[src/rtl/msw_pkg.sv]
// Overview of operation
// - request rising edge starts readiness checks
// - request falling edge asks for real mode
// - status flag low real, high virtual
// - enter virtual only if all checks pass
// - failed check sets error flag, stores code
// - check 1: host and processor ready
// - check 2: all start-accept flags off
// - check 3: cam unchanged, mechanical program registered
// - check 4: axis numbers match program
// - check 5: all-axes servo-on command on
// - check 6: no servo start processing pending
// - check 7 encoder normal, 8 no stop
// - check 9: no axis servo error
// - check 10: no home request, output axes
// - check 11: units match on output axes
// - checks 12,13: cam data and number present
// - check 14: cam stroke within range
// - check 15: cam stroke device even
// - leave virtual on request only with axes stopped
// - automatic return on stop, ready, error
// - module fault: enter, block, flag, code
package msw_pkg;
  localparam int MSW_AXES = 32;
  localparam int MSW_AXIS_W = 5;
  // timing: operation cycle in ns, clock period in ns
  localparam int MSW_CLK_PERIOD_NS = 4;
  localparam int MSW_OP_CYCLE_NS = 888000;
  // register byte offsets
  localparam logic [7:0] MSW_REG_CTRL = 8'h00;
  localparam logic [7:0] MSW_REG_STATUS = 8'h04;
  localparam logic [7:0] MSW_REG_ERR0 = 8'h08;
  localparam logic [7:0] MSW_REG_ERR1 = 8'h0C;
  localparam logic [7:0] MSW_REG_ERR2 = 8'h10;
  localparam logic [7:0] MSW_REG_SYSCHK = 8'h14;
  localparam logic [7:0] MSW_REG_START = 8'h18;
  localparam logic [7:0] MSW_REG_SERVO_ERR = 8'h1C;
  localparam logic [7:0] MSW_REG_HOME_REQ = 8'h20;
  localparam logic [7:0] MSW_REG_AXIS_SEL = 8'h24;
  localparam logic [7:0] MSW_REG_AXIS_CFG = 8'h28;
  localparam logic [7:0] MSW_REG_AXIS_STROKE = 8'h2C;
  localparam logic [7:0] MSW_REG_MOD_ERR = 8'h30;
  localparam logic [7:0] MSW_REG_MOD_CODE = 8'h34;
  // control bits
  localparam int MSW_CTRL_REQ = 0;
  localparam int MSW_CTRL_HOST_RDY = 1;
  localparam int MSW_CTRL_SERVO_ON = 2;
  localparam int MSW_CTRL_RET_ON_ERR = 3;
  // status bits
  localparam int MSW_ST_MODE = 0;
  localparam int MSW_ST_ERR = 1;
  localparam int MSW_ST_BUSY = 2;
  // system check input bits as read back in SYSCHK
  localparam int MSW_SC_PROC_RDY = 0;
  localparam int MSW_SC_CAM_CHG = 1;
  localparam int MSW_SC_MECH_REG = 2;
  localparam int MSW_SC_AXIS_MATCH = 3;
  localparam int MSW_SC_SERVO_BUSY = 4;
  localparam int MSW_SC_ENC_OK = 5;
  localparam int MSW_SC_FSTOP = 6;
  // per-axis configuration word
  localparam int MSW_CFG_W = 8;
  localparam int MSW_CFG_TYPE_LSB = 0;
  localparam int MSW_CFG_TYPE_W = 3;
  localparam int MSW_CFG_UNITS_OK = 3;
  localparam int MSW_CFG_CAM_REG = 4;
  localparam int MSW_CFG_CAM_NO = 5;
  localparam int MSW_CFG_STROKE_ODD = 6;
  localparam int MSW_CFG_MOD_FAULT = 7;
  // axis kinds
  localparam logic [2:0] MSW_T_UNUSED = 3'h0;
  localparam logic [2:0] MSW_T_ROLLER = 3'h1;
  localparam logic [2:0] MSW_T_BALL = 3'h2;
  localparam logic [2:0] MSW_T_ROTARY = 3'h3;
  localparam logic [2:0] MSW_T_CAM = 3'h4;
  localparam logic [2:0] MSW_T_REAL = 3'h5;
  // check numbers
  localparam logic [3:0] MSW_CK_NONE = 4'h0;
  localparam logic [3:0] MSW_CK_READY = 4'h1;
  localparam logic [3:0] MSW_CK_STOPPED = 4'h2;
  localparam logic [3:0] MSW_CK_PROGRAM = 4'h3;
  localparam logic [3:0] MSW_CK_AXIS_NO = 4'h4;
  localparam logic [3:0] MSW_CK_SERVO_ON = 4'h5;
  localparam logic [3:0] MSW_CK_SERVO_BUSY = 4'h6;
  localparam logic [3:0] MSW_CK_ENCODER = 4'h7;
  localparam logic [3:0] MSW_CK_FSTOP = 4'h8;
  localparam logic [3:0] MSW_CK_SERVO_ERR = 4'h9;
  localparam logic [3:0] MSW_CK_HOME = 4'hA;
  localparam logic [3:0] MSW_CK_UNITS = 4'hB;
  localparam logic [3:0] MSW_CK_CAM_REG = 4'hC;
  localparam logic [3:0] MSW_CK_CAM_NO = 4'hD;
  localparam logic [3:0] MSW_CK_STROKE = 4'hE;
  localparam logic [3:0] MSW_CK_STROKE_ODD = 4'hF;
  localparam logic [3:0] MSW_CK_MODULE = 4'h0;
  // error info layout
  localparam logic [15:0] MSW_ERR_CODE_BASE = 16'h0100;
  localparam logic [15:0] MSW_MOD_CODE_BASE = 16'h0200;
  localparam logic [15:0] MSW_DIR_TO_VIRTUAL = 16'h0001;
  localparam logic [15:0] MSW_DIR_TO_REAL = 16'h0002;
  localparam logic [15:0] MSW_DIR_AUTO = 16'h0003;
  localparam logic [31:0] MSW_STROKE_MIN = 32'h00000001;
  localparam logic [31:0] MSW_STROKE_MAX = 32'h7FFFFFFF;
  typedef enum logic [1:0] {MSW_IDLE, MSW_GLOBAL, MSW_WALK} msw_state_e;
endpackage

[src/rtl/msw_sync.sv]
`timescale 1ns/1ps
// three-stage input synchroniser; output follows once stages two and three agree
module msw_sync #(
  parameter bit RST_VAL = 1'b0
) (
  input wire logic pclk, // system clock
  input wire logic presetn, // async reset, active low
  input wire logic async_in, // pin level from outside the clock domain
  output logic sync_out // filtered level
);
  logic s1;
  logic s2;
  logic s3;

  // first stage feeds only the second
  always_ff @(posedge pclk or negedge presetn) begin
    if (!presetn) begin
      s1 <= RST_VAL;
      s2 <= RST_VAL;
      s3 <= RST_VAL;
    end else begin
      s1 <= async_in;
      s2 <= s1;
      s3 <= s2;
    end
  end

  // a change counts only when two settled stages agree
  always_ff @(posedge pclk or negedge presetn) begin
    if (!presetn) begin
      sync_out <= RST_VAL;
    end else if (s2 == s3) begin
      sync_out <= s3;
    end
  end
endmodule

[src/rtl/msw_supervisor.sv]
// Our own choices: the APB slave port and the placing of the registers.
`timescale 1ns/1ps
// real/virtual mode switch supervisor with APB register access
module msw_supervisor import msw_pkg::*; #(
  parameter int OP_CYCLE_CLKS = MSW_OP_CYCLE_NS / MSW_CLK_PERIOD_NS
) (
  input wire logic pclk, // 250 MHz clock
  input wire logic presetn, // async reset, active low
  input wire logic psel, // apb select
  input wire logic penable, // apb access phase
  input wire logic pwrite, // apb direction
  input wire logic [7:0] paddr, // apb byte address
  input wire logic [31:0] pwdata, // apb write data
  output logic [31:0] prdata, // apb read data
  output logic pready, // apb ready
  output logic pslverr, // apb error on unmapped address
  input wire logic motion_processor_ready_complete, // processor ready
  input wire logic [31:0] axis_start_accept_flags, // per-axis busy
  input wire logic [31:0] axis_servo_error_detect, // per-axis servo error
  input wire logic [31:0] axis_home_return_request, // per-axis home request
  input wire logic cam_data_changed, // cam data altered by program
  input wire logic mech_program_registered, // mechanical program present
  input wire logic axis_numbers_match, // settings match program
  input wire logic servo_start_busy, // servo start after error reset
  input wire logic encoder_ok, // external encoder normal
  input wire logic forced_stop_in, // external forced stop pin
  output logic mode_status_flag, // high in virtual mode
  output logic mode_switch_error_flag, // sticky switch error
  output logic [31:0] output_module_error_detect // per-axis module fault
);
  localparam int OP_CNT_W = $clog2(OP_CYCLE_CLKS + 1);

  logic forced_stop;
  logic [31:0] ctrl;
  logic [MSW_AXIS_W-1:0] axis_sel;
  logic [MSW_CFG_W-1:0] cfg_mem [MSW_AXES];
  logic [31:0] stroke_mem [MSW_AXES];
  logic [15:0] err_info [3];
  logic [15:0] mod_err_code;
  logic [OP_CNT_W-1:0] op_cnt;
  logic op_tick;
  logic req_prev;
  msw_state_e state;
  logic [MSW_AXIS_W-1:0] axis_idx;
  logic [31:0] pend_mod;
  logic wr_en;
  logic rd_hit;
  logic [31:0] next_prdata;
  logic [3:0] g_fail;
  logic [3:0] a_fail;
  logic fail_now;
  logic [3:0] fail_check;
  logic [15:0] fail_dir;
  logic go_virtual;
  logic go_real;
  logic [6:0] sys_chk;

  function automatic logic is_output_axis(input logic [2:0] t);
    return (t == MSW_T_BALL) || (t == MSW_T_ROTARY) || (t == MSW_T_CAM);
  endfunction
  function automatic logic [2:0] cfg_type(input logic [MSW_CFG_W-1:0] c);
    return c[MSW_CFG_TYPE_LSB +: MSW_CFG_TYPE_W];
  endfunction
  function automatic logic stroke_ok(input logic [31:0] s);
    return (s >= MSW_STROKE_MIN) && (s <= MSW_STROKE_MAX);
  endfunction

  // forced stop arrives on a pin from outside the clock domain
  msw_sync #(
    .RST_VAL(1'b0)
  ) i_msw_sync (
    .pclk(pclk),
    .presetn(presetn),
    .async_in(forced_stop_in),
    .sync_out(forced_stop)
  );

  // operation cycle enable; idle-state decisions wait for this tick, the check walk then runs every clock
  always_ff @(posedge pclk or negedge presetn) begin
    if (!presetn) begin
      op_cnt <= '0;
      op_tick <= 1'b0;
    end else if (op_cnt == OP_CNT_W'(OP_CYCLE_CLKS - 1)) begin
      op_cnt <= '0;
      op_tick <= 1'b1;
    end else begin
      op_cnt <= op_cnt + 1'b1;
      op_tick <= 1'b0;
    end
  end

  // apb: one wait state, write lands on the edge that sees pready high
  assign wr_en = psel && penable && pready && pwrite;

  always_comb begin
    rd_hit = 1'b1;
    next_prdata = 32'h00000000;
    case (paddr)
      MSW_REG_CTRL: next_prdata = ctrl;
      MSW_REG_STATUS: begin
        next_prdata[MSW_ST_MODE] = mode_status_flag;
        next_prdata[MSW_ST_ERR] = mode_switch_error_flag;
        next_prdata[MSW_ST_BUSY] = (state != MSW_IDLE);
      end
      MSW_REG_ERR0: next_prdata = {16'h0000, err_info[0]};
      MSW_REG_ERR1: next_prdata = {16'h0000, err_info[1]};
      MSW_REG_ERR2: next_prdata = {16'h0000, err_info[2]};
      MSW_REG_SYSCHK: next_prdata = {25'h0000000, sys_chk};
      MSW_REG_START: next_prdata = axis_start_accept_flags;
      MSW_REG_SERVO_ERR: next_prdata = axis_servo_error_detect;
      MSW_REG_HOME_REQ: next_prdata = axis_home_return_request;
      MSW_REG_AXIS_SEL: next_prdata = {27'h0000000, axis_sel};
      MSW_REG_AXIS_CFG: next_prdata = {24'h000000, cfg_mem[axis_sel]};
      MSW_REG_AXIS_STROKE: next_prdata = stroke_mem[axis_sel];
      MSW_REG_MOD_ERR: next_prdata = output_module_error_detect;
      MSW_REG_MOD_CODE: next_prdata = {16'h0000, mod_err_code};
      default: rd_hit = 1'b0;
    endcase
  end

  always_comb begin
    sys_chk[MSW_SC_PROC_RDY] = motion_processor_ready_complete;
    sys_chk[MSW_SC_CAM_CHG] = cam_data_changed;
    sys_chk[MSW_SC_MECH_REG] = mech_program_registered;
    sys_chk[MSW_SC_AXIS_MATCH] = axis_numbers_match;
    sys_chk[MSW_SC_SERVO_BUSY] = servo_start_busy;
    sys_chk[MSW_SC_ENC_OK] = encoder_ok;
    sys_chk[MSW_SC_FSTOP] = forced_stop;
  end

  // answer phase: pready pulses for one cycle per access
  always_ff @(posedge pclk or negedge presetn) begin
    if (!presetn) begin
      pready <= 1'b0;
      pslverr <= 1'b0;
      prdata <= 32'h00000000;
    end else if (psel && penable && !pready) begin
      pready <= 1'b1;
      pslverr <= !rd_hit;
      prdata <= pwrite ? 32'h00000000 : next_prdata;
    end else begin
      pready <= 1'b0;
      pslverr <= 1'b0;
    end
  end

  // software-written control and axis selection
  always_ff @(posedge pclk or negedge presetn) begin
    if (!presetn) begin
      ctrl <= 32'h00000000;
      axis_sel <= '0;
    end else if (wr_en) begin
      if (paddr == MSW_REG_CTRL) begin
        ctrl <= pwdata;
      end
      if (paddr == MSW_REG_AXIS_SEL) begin
        axis_sel <= pwdata[MSW_AXIS_W-1:0];
      end
    end
  end

  // per-axis tables; contents are meaningless until software loads them
  always_ff @(posedge pclk) begin
    if (wr_en && (paddr == MSW_REG_AXIS_CFG)) begin
      cfg_mem[axis_sel] <= pwdata[MSW_CFG_W-1:0];
    end
    if (wr_en && (paddr == MSW_REG_AXIS_STROKE)) begin
      stroke_mem[axis_sel] <= pwdata;
    end
  end

  // global checks, lowest number reported first
  always_comb begin
    g_fail = MSW_CK_NONE;
    if (!ctrl[MSW_CTRL_HOST_RDY] || !motion_processor_ready_complete) begin
      g_fail = MSW_CK_READY;
    end else if (|axis_start_accept_flags) begin
      g_fail = MSW_CK_STOPPED;
    end else if (cam_data_changed || !mech_program_registered) begin
      g_fail = MSW_CK_PROGRAM;
    end else if (!axis_numbers_match) begin
      g_fail = MSW_CK_AXIS_NO;
    end else if (!ctrl[MSW_CTRL_SERVO_ON]) begin
      g_fail = MSW_CK_SERVO_ON;
    end else if (servo_start_busy) begin
      g_fail = MSW_CK_SERVO_BUSY;
    end else if (!encoder_ok) begin
      g_fail = MSW_CK_ENCODER;
    end else if (forced_stop) begin
      g_fail = MSW_CK_FSTOP;
    end else if (|axis_servo_error_detect) begin
      g_fail = MSW_CK_SERVO_ERR;
    end
  end

  // per-axis checks on the axis being walked
  always_comb begin
    logic [2:0] t;
    logic [MSW_CFG_W-1:0] c;
    c = cfg_mem[axis_idx];
    t = cfg_type(c);
    a_fail = MSW_CK_NONE;
    if (is_output_axis(t)) begin
      if (axis_home_return_request[axis_idx]) begin
        a_fail = MSW_CK_HOME;
      end else if (!c[MSW_CFG_UNITS_OK]) begin
        a_fail = MSW_CK_UNITS;
      end else if ((t == MSW_T_CAM) && !c[MSW_CFG_CAM_REG]) begin
        a_fail = MSW_CK_CAM_REG;
      end else if ((t == MSW_T_CAM) && !c[MSW_CFG_CAM_NO]) begin
        a_fail = MSW_CK_CAM_NO;
      end else if ((t == MSW_T_CAM) && !stroke_ok(stroke_mem[axis_idx])) begin
        a_fail = MSW_CK_STROKE;
      end else if ((t == MSW_T_CAM) && c[MSW_CFG_STROKE_ODD]) begin
        a_fail = MSW_CK_STROKE_ODD;
      end
    end
  end

  // mode decisions for this cycle
  always_comb begin
    fail_now = 1'b0;
    fail_check = MSW_CK_NONE;
    fail_dir = MSW_DIR_TO_VIRTUAL;
    go_virtual = 1'b0;
    go_real = 1'b0;
    case (state)
      MSW_IDLE: begin
        if (op_tick && mode_status_flag) begin
          if (forced_stop || !ctrl[MSW_CTRL_HOST_RDY] ||
              (ctrl[MSW_CTRL_RET_ON_ERR] && (|axis_servo_error_detect))) begin
            go_real = 1'b1;
          end else if (!ctrl[MSW_CTRL_REQ] && req_prev) begin
            if (|axis_start_accept_flags) begin
              fail_now = 1'b1;
              fail_check = MSW_CK_STOPPED;
              fail_dir = MSW_DIR_TO_REAL;
            end else begin
              go_real = 1'b1;
            end
          end
        end
      end
      MSW_GLOBAL: begin
        fail_now = (g_fail != MSW_CK_NONE);
        fail_check = g_fail;
      end
      MSW_WALK: begin
        if (a_fail != MSW_CK_NONE) begin
          fail_now = 1'b1;
          fail_check = a_fail;
        end else if (axis_idx == MSW_AXIS_W'(MSW_AXES - 1)) begin
          go_virtual = 1'b1;
        end
      end
      default: fail_now = 1'b0;
    endcase
  end

  // check sequencer; request edges are sampled on the operation tick
  always_ff @(posedge pclk or negedge presetn) begin
    if (!presetn) begin
      state <= MSW_IDLE;
      axis_idx <= '0;
      req_prev <= 1'b0;
    end else begin
      if (op_tick && (state == MSW_IDLE)) begin
        req_prev <= ctrl[MSW_CTRL_REQ];
      end
      case (state)
        MSW_IDLE: begin
          if (op_tick && !mode_status_flag && ctrl[MSW_CTRL_REQ] && !req_prev) begin
            state <= MSW_GLOBAL;
          end
        end
        MSW_GLOBAL: begin
          axis_idx <= '0;
          state <= fail_now ? MSW_IDLE : MSW_WALK;
        end
        MSW_WALK: begin
          axis_idx <= axis_idx + 1'b1;
          if (fail_now || go_virtual) begin
            state <= MSW_IDLE;
          end
        end
        default: state <= MSW_IDLE;
      endcase
    end
  end

  // mode flag; a failed entry never touches it
  always_ff @(posedge pclk or negedge presetn) begin
    if (!presetn) begin
      mode_status_flag <= 1'b0;
    end else if (go_virtual) begin
      mode_status_flag <= 1'b1;
    end else if (go_real) begin
      mode_status_flag <= 1'b0;
    end
    // failure leaves the current mode in place
  end

  // sticky error flag: a new failure beats a same-cycle write-1 clear
  always_ff @(posedge pclk or negedge presetn) begin
    if (!presetn) begin
      mode_switch_error_flag <= 1'b0;
      err_info[0] <= 16'h0000;
      err_info[1] <= 16'h0000;
      err_info[2] <= 16'h0000;
    end else if (fail_now) begin
      mode_switch_error_flag <= 1'b1;
      err_info[0] <= MSW_ERR_CODE_BASE | {12'h000, fail_check};
      err_info[1] <= {11'h000, (state == MSW_WALK) ? axis_idx : MSW_AXIS_W'(0)};
      err_info[2] <= fail_dir;
    end else if (wr_en && (paddr == MSW_REG_STATUS) && pwdata[MSW_ST_ERR]) begin
      mode_switch_error_flag <= 1'b0;
    end
  end

  // module faults are collected during the walk and applied on entry
  always_ff @(posedge pclk or negedge presetn) begin
    if (!presetn) begin
      pend_mod <= 32'h00000000;
      output_module_error_detect <= 32'h00000000;
      mod_err_code <= 16'h0000;
    end else begin
      if (state == MSW_GLOBAL) begin
        pend_mod <= 32'h00000000;
      end else if ((state == MSW_WALK) &&
                   (cfg_type(cfg_mem[axis_idx]) != MSW_T_UNUSED) &&
                   cfg_mem[axis_idx][MSW_CFG_MOD_FAULT]) begin
        pend_mod[axis_idx] <= 1'b1;
        mod_err_code <= MSW_MOD_CODE_BASE | {11'h000, axis_idx};
      end
      // enter but flag and block the faulty system
      if (go_virtual) begin
        output_module_error_detect <= pend_mod;
        if (cfg_type(cfg_mem[axis_idx]) != MSW_T_UNUSED &&
            cfg_mem[axis_idx][MSW_CFG_MOD_FAULT]) begin
          output_module_error_detect[axis_idx] <= 1'b1;
        end
      end else if (go_real) begin
        output_module_error_detect <= 32'h00000000;
      end
    end
  end
endmodule

[config.mk]
export PLATFORM = sky130hd
export DESIGN_NAME = msw_supervisor
export DESIGN_NICKNAME = d
export VERILOG_FILES = /design/src/rtl/msw_pkg.sv /design/src/rtl/msw_sync.sv /design/src/rtl/msw_supervisor.sv
export SDC_FILE = /design/constraint.sdc
export NUM_CORES = 2
export LEC_CHECK = 0
export ABC_AREA = 1
export BUFFER_PORTS_ARGS = -buffer_cell sky130_fd_sc_hd__buf_2
export CAP_MARGIN = 10
export CELL_PAD_IN_SITES_DETAIL_PLACEMENT = 1
export CELL_PAD_IN_SITES_GLOBAL_PLACEMENT = 1
export CORE_UTILIZATION = 35
export CTS_CLUSTER_SIZE = 28
export DETAILED_ROUTE_END_ITERATION = 6
export PLACE_DENSITY_LB_ADDON = 0.1
export SYNTH_ARGS = -nofsm -noshare
export SYNTH_HDL_FRONTEND = slang
export SYNTH_SLANG_ARGS = --single-unit
[constraint.sdc]
create_clock -name pclk -period 14.09 [get_ports pclk]
set_input_delay 1.409 -clock pclk [delete_from_list [all_inputs] [get_ports pclk]]
set_output_delay 1.409 -clock pclk [all_outputs]
set_load 0.01 [all_outputs]
==> impl_metrics.ini <==
[route]
vias = 60600
viasPerCell = 5.92
drtIter0Drc = 6577
drc = 0
wl_um = 322000
avgRoutedWirePerCell_um = 31.4
firstDrtPassIters = 6
drtAntennaViolNets = 0

[floorplan]
core.rowCount = 165
die-area_mm2 = 0.207
ioPinCount = 216
core-area_mm2 = 0.203
die_h_um = 454
start_util = 0.353
die_w_um = 454

[place]
dpl.hpwl_um = 183000
io_buffers = 215
gp_congestion = 0.898

[critical_path]
critPathArrivalTime_ns = 7.99
crit_path_max_fanout = 74
worstReg2RegStart = axis_idx[0]$_DFFE_PN0P_
crit_required_ns = 14.82
crit_path_end_kind = flip-flop
rrSetupSlack_ns = 6.84
cp-startpoint = axis_idx[0]$_DFFE_PN0P_
startpoint_type = flip-flop
crit_type = reg -> reg
ff2ff_path_depth = 21
rr_endpoint = output_module_error_detect[30]$_DFFE_PN0P_

[synth]
synth_seq_cells = 1466
synth_ff_type = edfxtp_1
synthArstFlopShare = 0.127
synth_largest_area_cell = edfxtp_1
netlist-cell-type-count = 58
syn-cell-area_mm2 = 0.0717
seq_area_frac_synth = 0.601
synth-warning-count = 0
synthCells = 7353
yosysTopAreaCellShare = 0.536
synthTopCellsByCount = 1638 x nand2_1, 1280 x edfxtp_1, 758 x inv_1
synthTopCellsByArea = edfxtp_1 54%, nand2_1 8.6%, dfrtp_1 6.5%
synth_fp_nets = 7511
synth.avg_cell_area_um2 = 9.75
synth_edf_count = 1280
synth_most_common_cell = nand2_1

[power]
p_leak_nw = 31.4
power_frac_comb = 0.017
p_per_area_mw_per_mm2 = 115
p_sw_frac = 0.214
clkPwrFrac = 0.479
ir_worst_vdd_uv = 141
p_int_mw = 7.38
seqPwrFrac = 0.504
power.net_switching_mw = 2.01

[layout]
fill_cells = 22700
fin_util = 0.401
nNetsFinal = 7577
area_growth_syn_to_layout_pct = 13.5
drive_gt1_frac = 0.106

[hold_path]
hp-class = reg -> reg
holdPathStages = 0
hp-start = i_msw_sync.s1$_DFF_PN0_
worstHoldEndpoint = i_msw_sync.s2$_DFF_PN0_

[cts]
numCtsBuffers = 173
path_clk_slew_ns = 0.06
clockBufferDepth = 3
cts_root_buffer = clkbuf_16
cts_setup_buffers = 0
cts_tree = built
cts_resized = 0
cts.sinks = 1466
clk_latency_ns = 0.83
htree_levels = 4
hold_buffers = 0

[timing]
rsz0062_at_grt = false
finalHoldViolations = 0
worst_pin_slew_ns = 1.36
final-max-slew-violation-count = 0
whs_ns = 0.371
fin_crit_ns = 7.25
relSlewSlack = 0.0872
setup_tns_ns = 0
max_freq_ghz = 0.138
fin_crit_sh = 0.515
clock_skew_ns = 0.0301
setup_viol = 0

[global_routing]
antenna_found_initial = 22
grt_max_degree = 188
overflow = 0
grt_pass1_wl_um = 452000
grt_use_total = 0.306
grt_pass1_vias = 60400

[job]
drv_cap = 0

[outcome]
status = completed
[power groups by stage]
stage / clock [mW] / combinational (mW) / sequential [mW]
6_report: 4.50 / 0.157 / 4.73
5_1_grt: 4.71 / 0.167 / 4.73
4_1_cts: 4.56 / 0.156 / 4.73
3_5_place_dp: 0 / 0.155 / 4.82
3_3_place_gp: 0 / 0.154 / 4.82
2_1_floorplan: 0 / 0.0262 / 4.82
[cell families after synthesis]
family / synth area share
AO/OA/AOI/OAI: 0.151
AND/OR/NAND/NOR: 0.167
XOR/XNOR: 0.000856
flip-flops: 0.601
multiplexers: 0.00424
buffers and inverters: 0.0737
adder cells (fa/ha/maj): 0.00189
[registers in the layout, indices dropped and copies added (netlist names)]
register                    flops
stroke_mem                   1024
cfg_mem                       256
ctrl                           32
output_module_error_detect     32
pend_mod                       32
prdata                         32
op_cnt                         18
err_info                       12
mod_err_code                    6
axis_idx                        5
axis_sel                        5
state                           2
i_msw_sync.s1                   1
i_msw_sync.s2                   1
i_msw_sync.s3                   1
i_msw_sync.sync_out             1
mode_status_flag                1
mode_switch_error_flag          1
op_tick                         1
pready                          1
pslverr                         1
req_prev                        1
[worst max path at each step]
stage / cells after the start / slack, ns / end
after floorplan: 8 / 8.88 / stroke_mem[0][0]$_DFFE_PP_
after global placement: 21 / 7.15 / output_module_error_detect[30]$_DFFE_PN0P_
after detailed placement: 21 / 7.15 / output_module_error_detect[30]$_DFFE_PN0P_
after CTS: 21 / 7.12 / output_module_error_detect[30]$_DFFE_PN0P_
after global routing: 21 / 6.75 / mode_status_flag$_DFFE_PN0P_
final: 21 / 6.84 / output_module_error_detect[30]$_DFFE_PN0P_
[critical path, cell delays in order (launching register included)]
cell and delay (ns):
dfrtp_4 0.86, buf_4 0.80, buf_4 0.81, nand2_1 0.12
nand3_1 0.11, o21ai_0 0.11, nand2_1 0.07, nand2_1 0.07
nor2_1 0.55, nand2_1 0.24, nor2_1 0.24, nand2_1 0.40
nor2_1 0.22, nand2_1 0.08, o21ai_1 0.60, nand2_1 0.20
nand4_1 0.16, nand2_1 0.13, nand2_4 0.46, o211ai_4 0.12
buf_4 0.32, o21ai_0 0.23
[routing by layer]
metal  global-route usage  vias to the layer above  wire [um]
met3               0.0526                      614      24800
met4                0.106                        6      11700
li1                     -                    26000          -
met1                0.424                    31200     140000
met2                0.480                     2674     145000
met5                    0                        -         41
[stage by stage]
step / instances / cell area, um^2 / worst slack, ns / total power [mW]
after floorplan: 7353 / 71700 / 8.88 / 4.84
after CTS: 10200 / 81300 / 7.12 / 9.44
after detailed placement: 9915 / 75700 / 7.15 / 4.97
after global routing: 10200 / 81300 / 6.75 / 9.61
final: 10200 / 81300 / 6.84 / 9.38
after global placement: 9915 / 75700 / 7.15 / 4.97
[placed cells by master, fill, tap and decap left out, drive strengths merged, types with 3 or more instances in the layout]
cell type,instances
a2111oi,3
a21oi,100
a221oi,41
a22o,72
a22oi,247
a31oi,65
a32o,17
a32oi,12
buf,402
bufinv,9
clkbuf,246
clkinv,58
clkinvlp,5
dfrtp,186
diode,6
edfxtp,1280
ha,10
inv,770
mux2,27
nand2,1641
nand3,571
nand4,40
nor2,552
nor3,85
nor4,9
o2111ai,10
o211ai,177
o21ai,606
o221ai,80
o22ai,186
o31ai,11
o32ai,4
o41ai,9
or4,7
xor2,6
[area by class of cell]
| type | count | area, um^2 | share of cell area |
|---|---|---|---|
| repair buffers | 402 | 2630 | 0.0324 |
| clock buffers | 246 | 5010 | 0.0616 |
| well taps | 2672 | 3340 | 0.0411 |
| inverters | 772 | 2920 | 0.0359 |
| diodes | 6 | 15.0 | 0.000185 |
| clock inverters | 70 | 593 | 0.00729 |
| multi-input cells | 4604 | 23700 | 0.291 |
| flip-flops and latches | 1466 | 43100 | 0.530 |
Note: power is estimated with default switching activity, not from simulation.
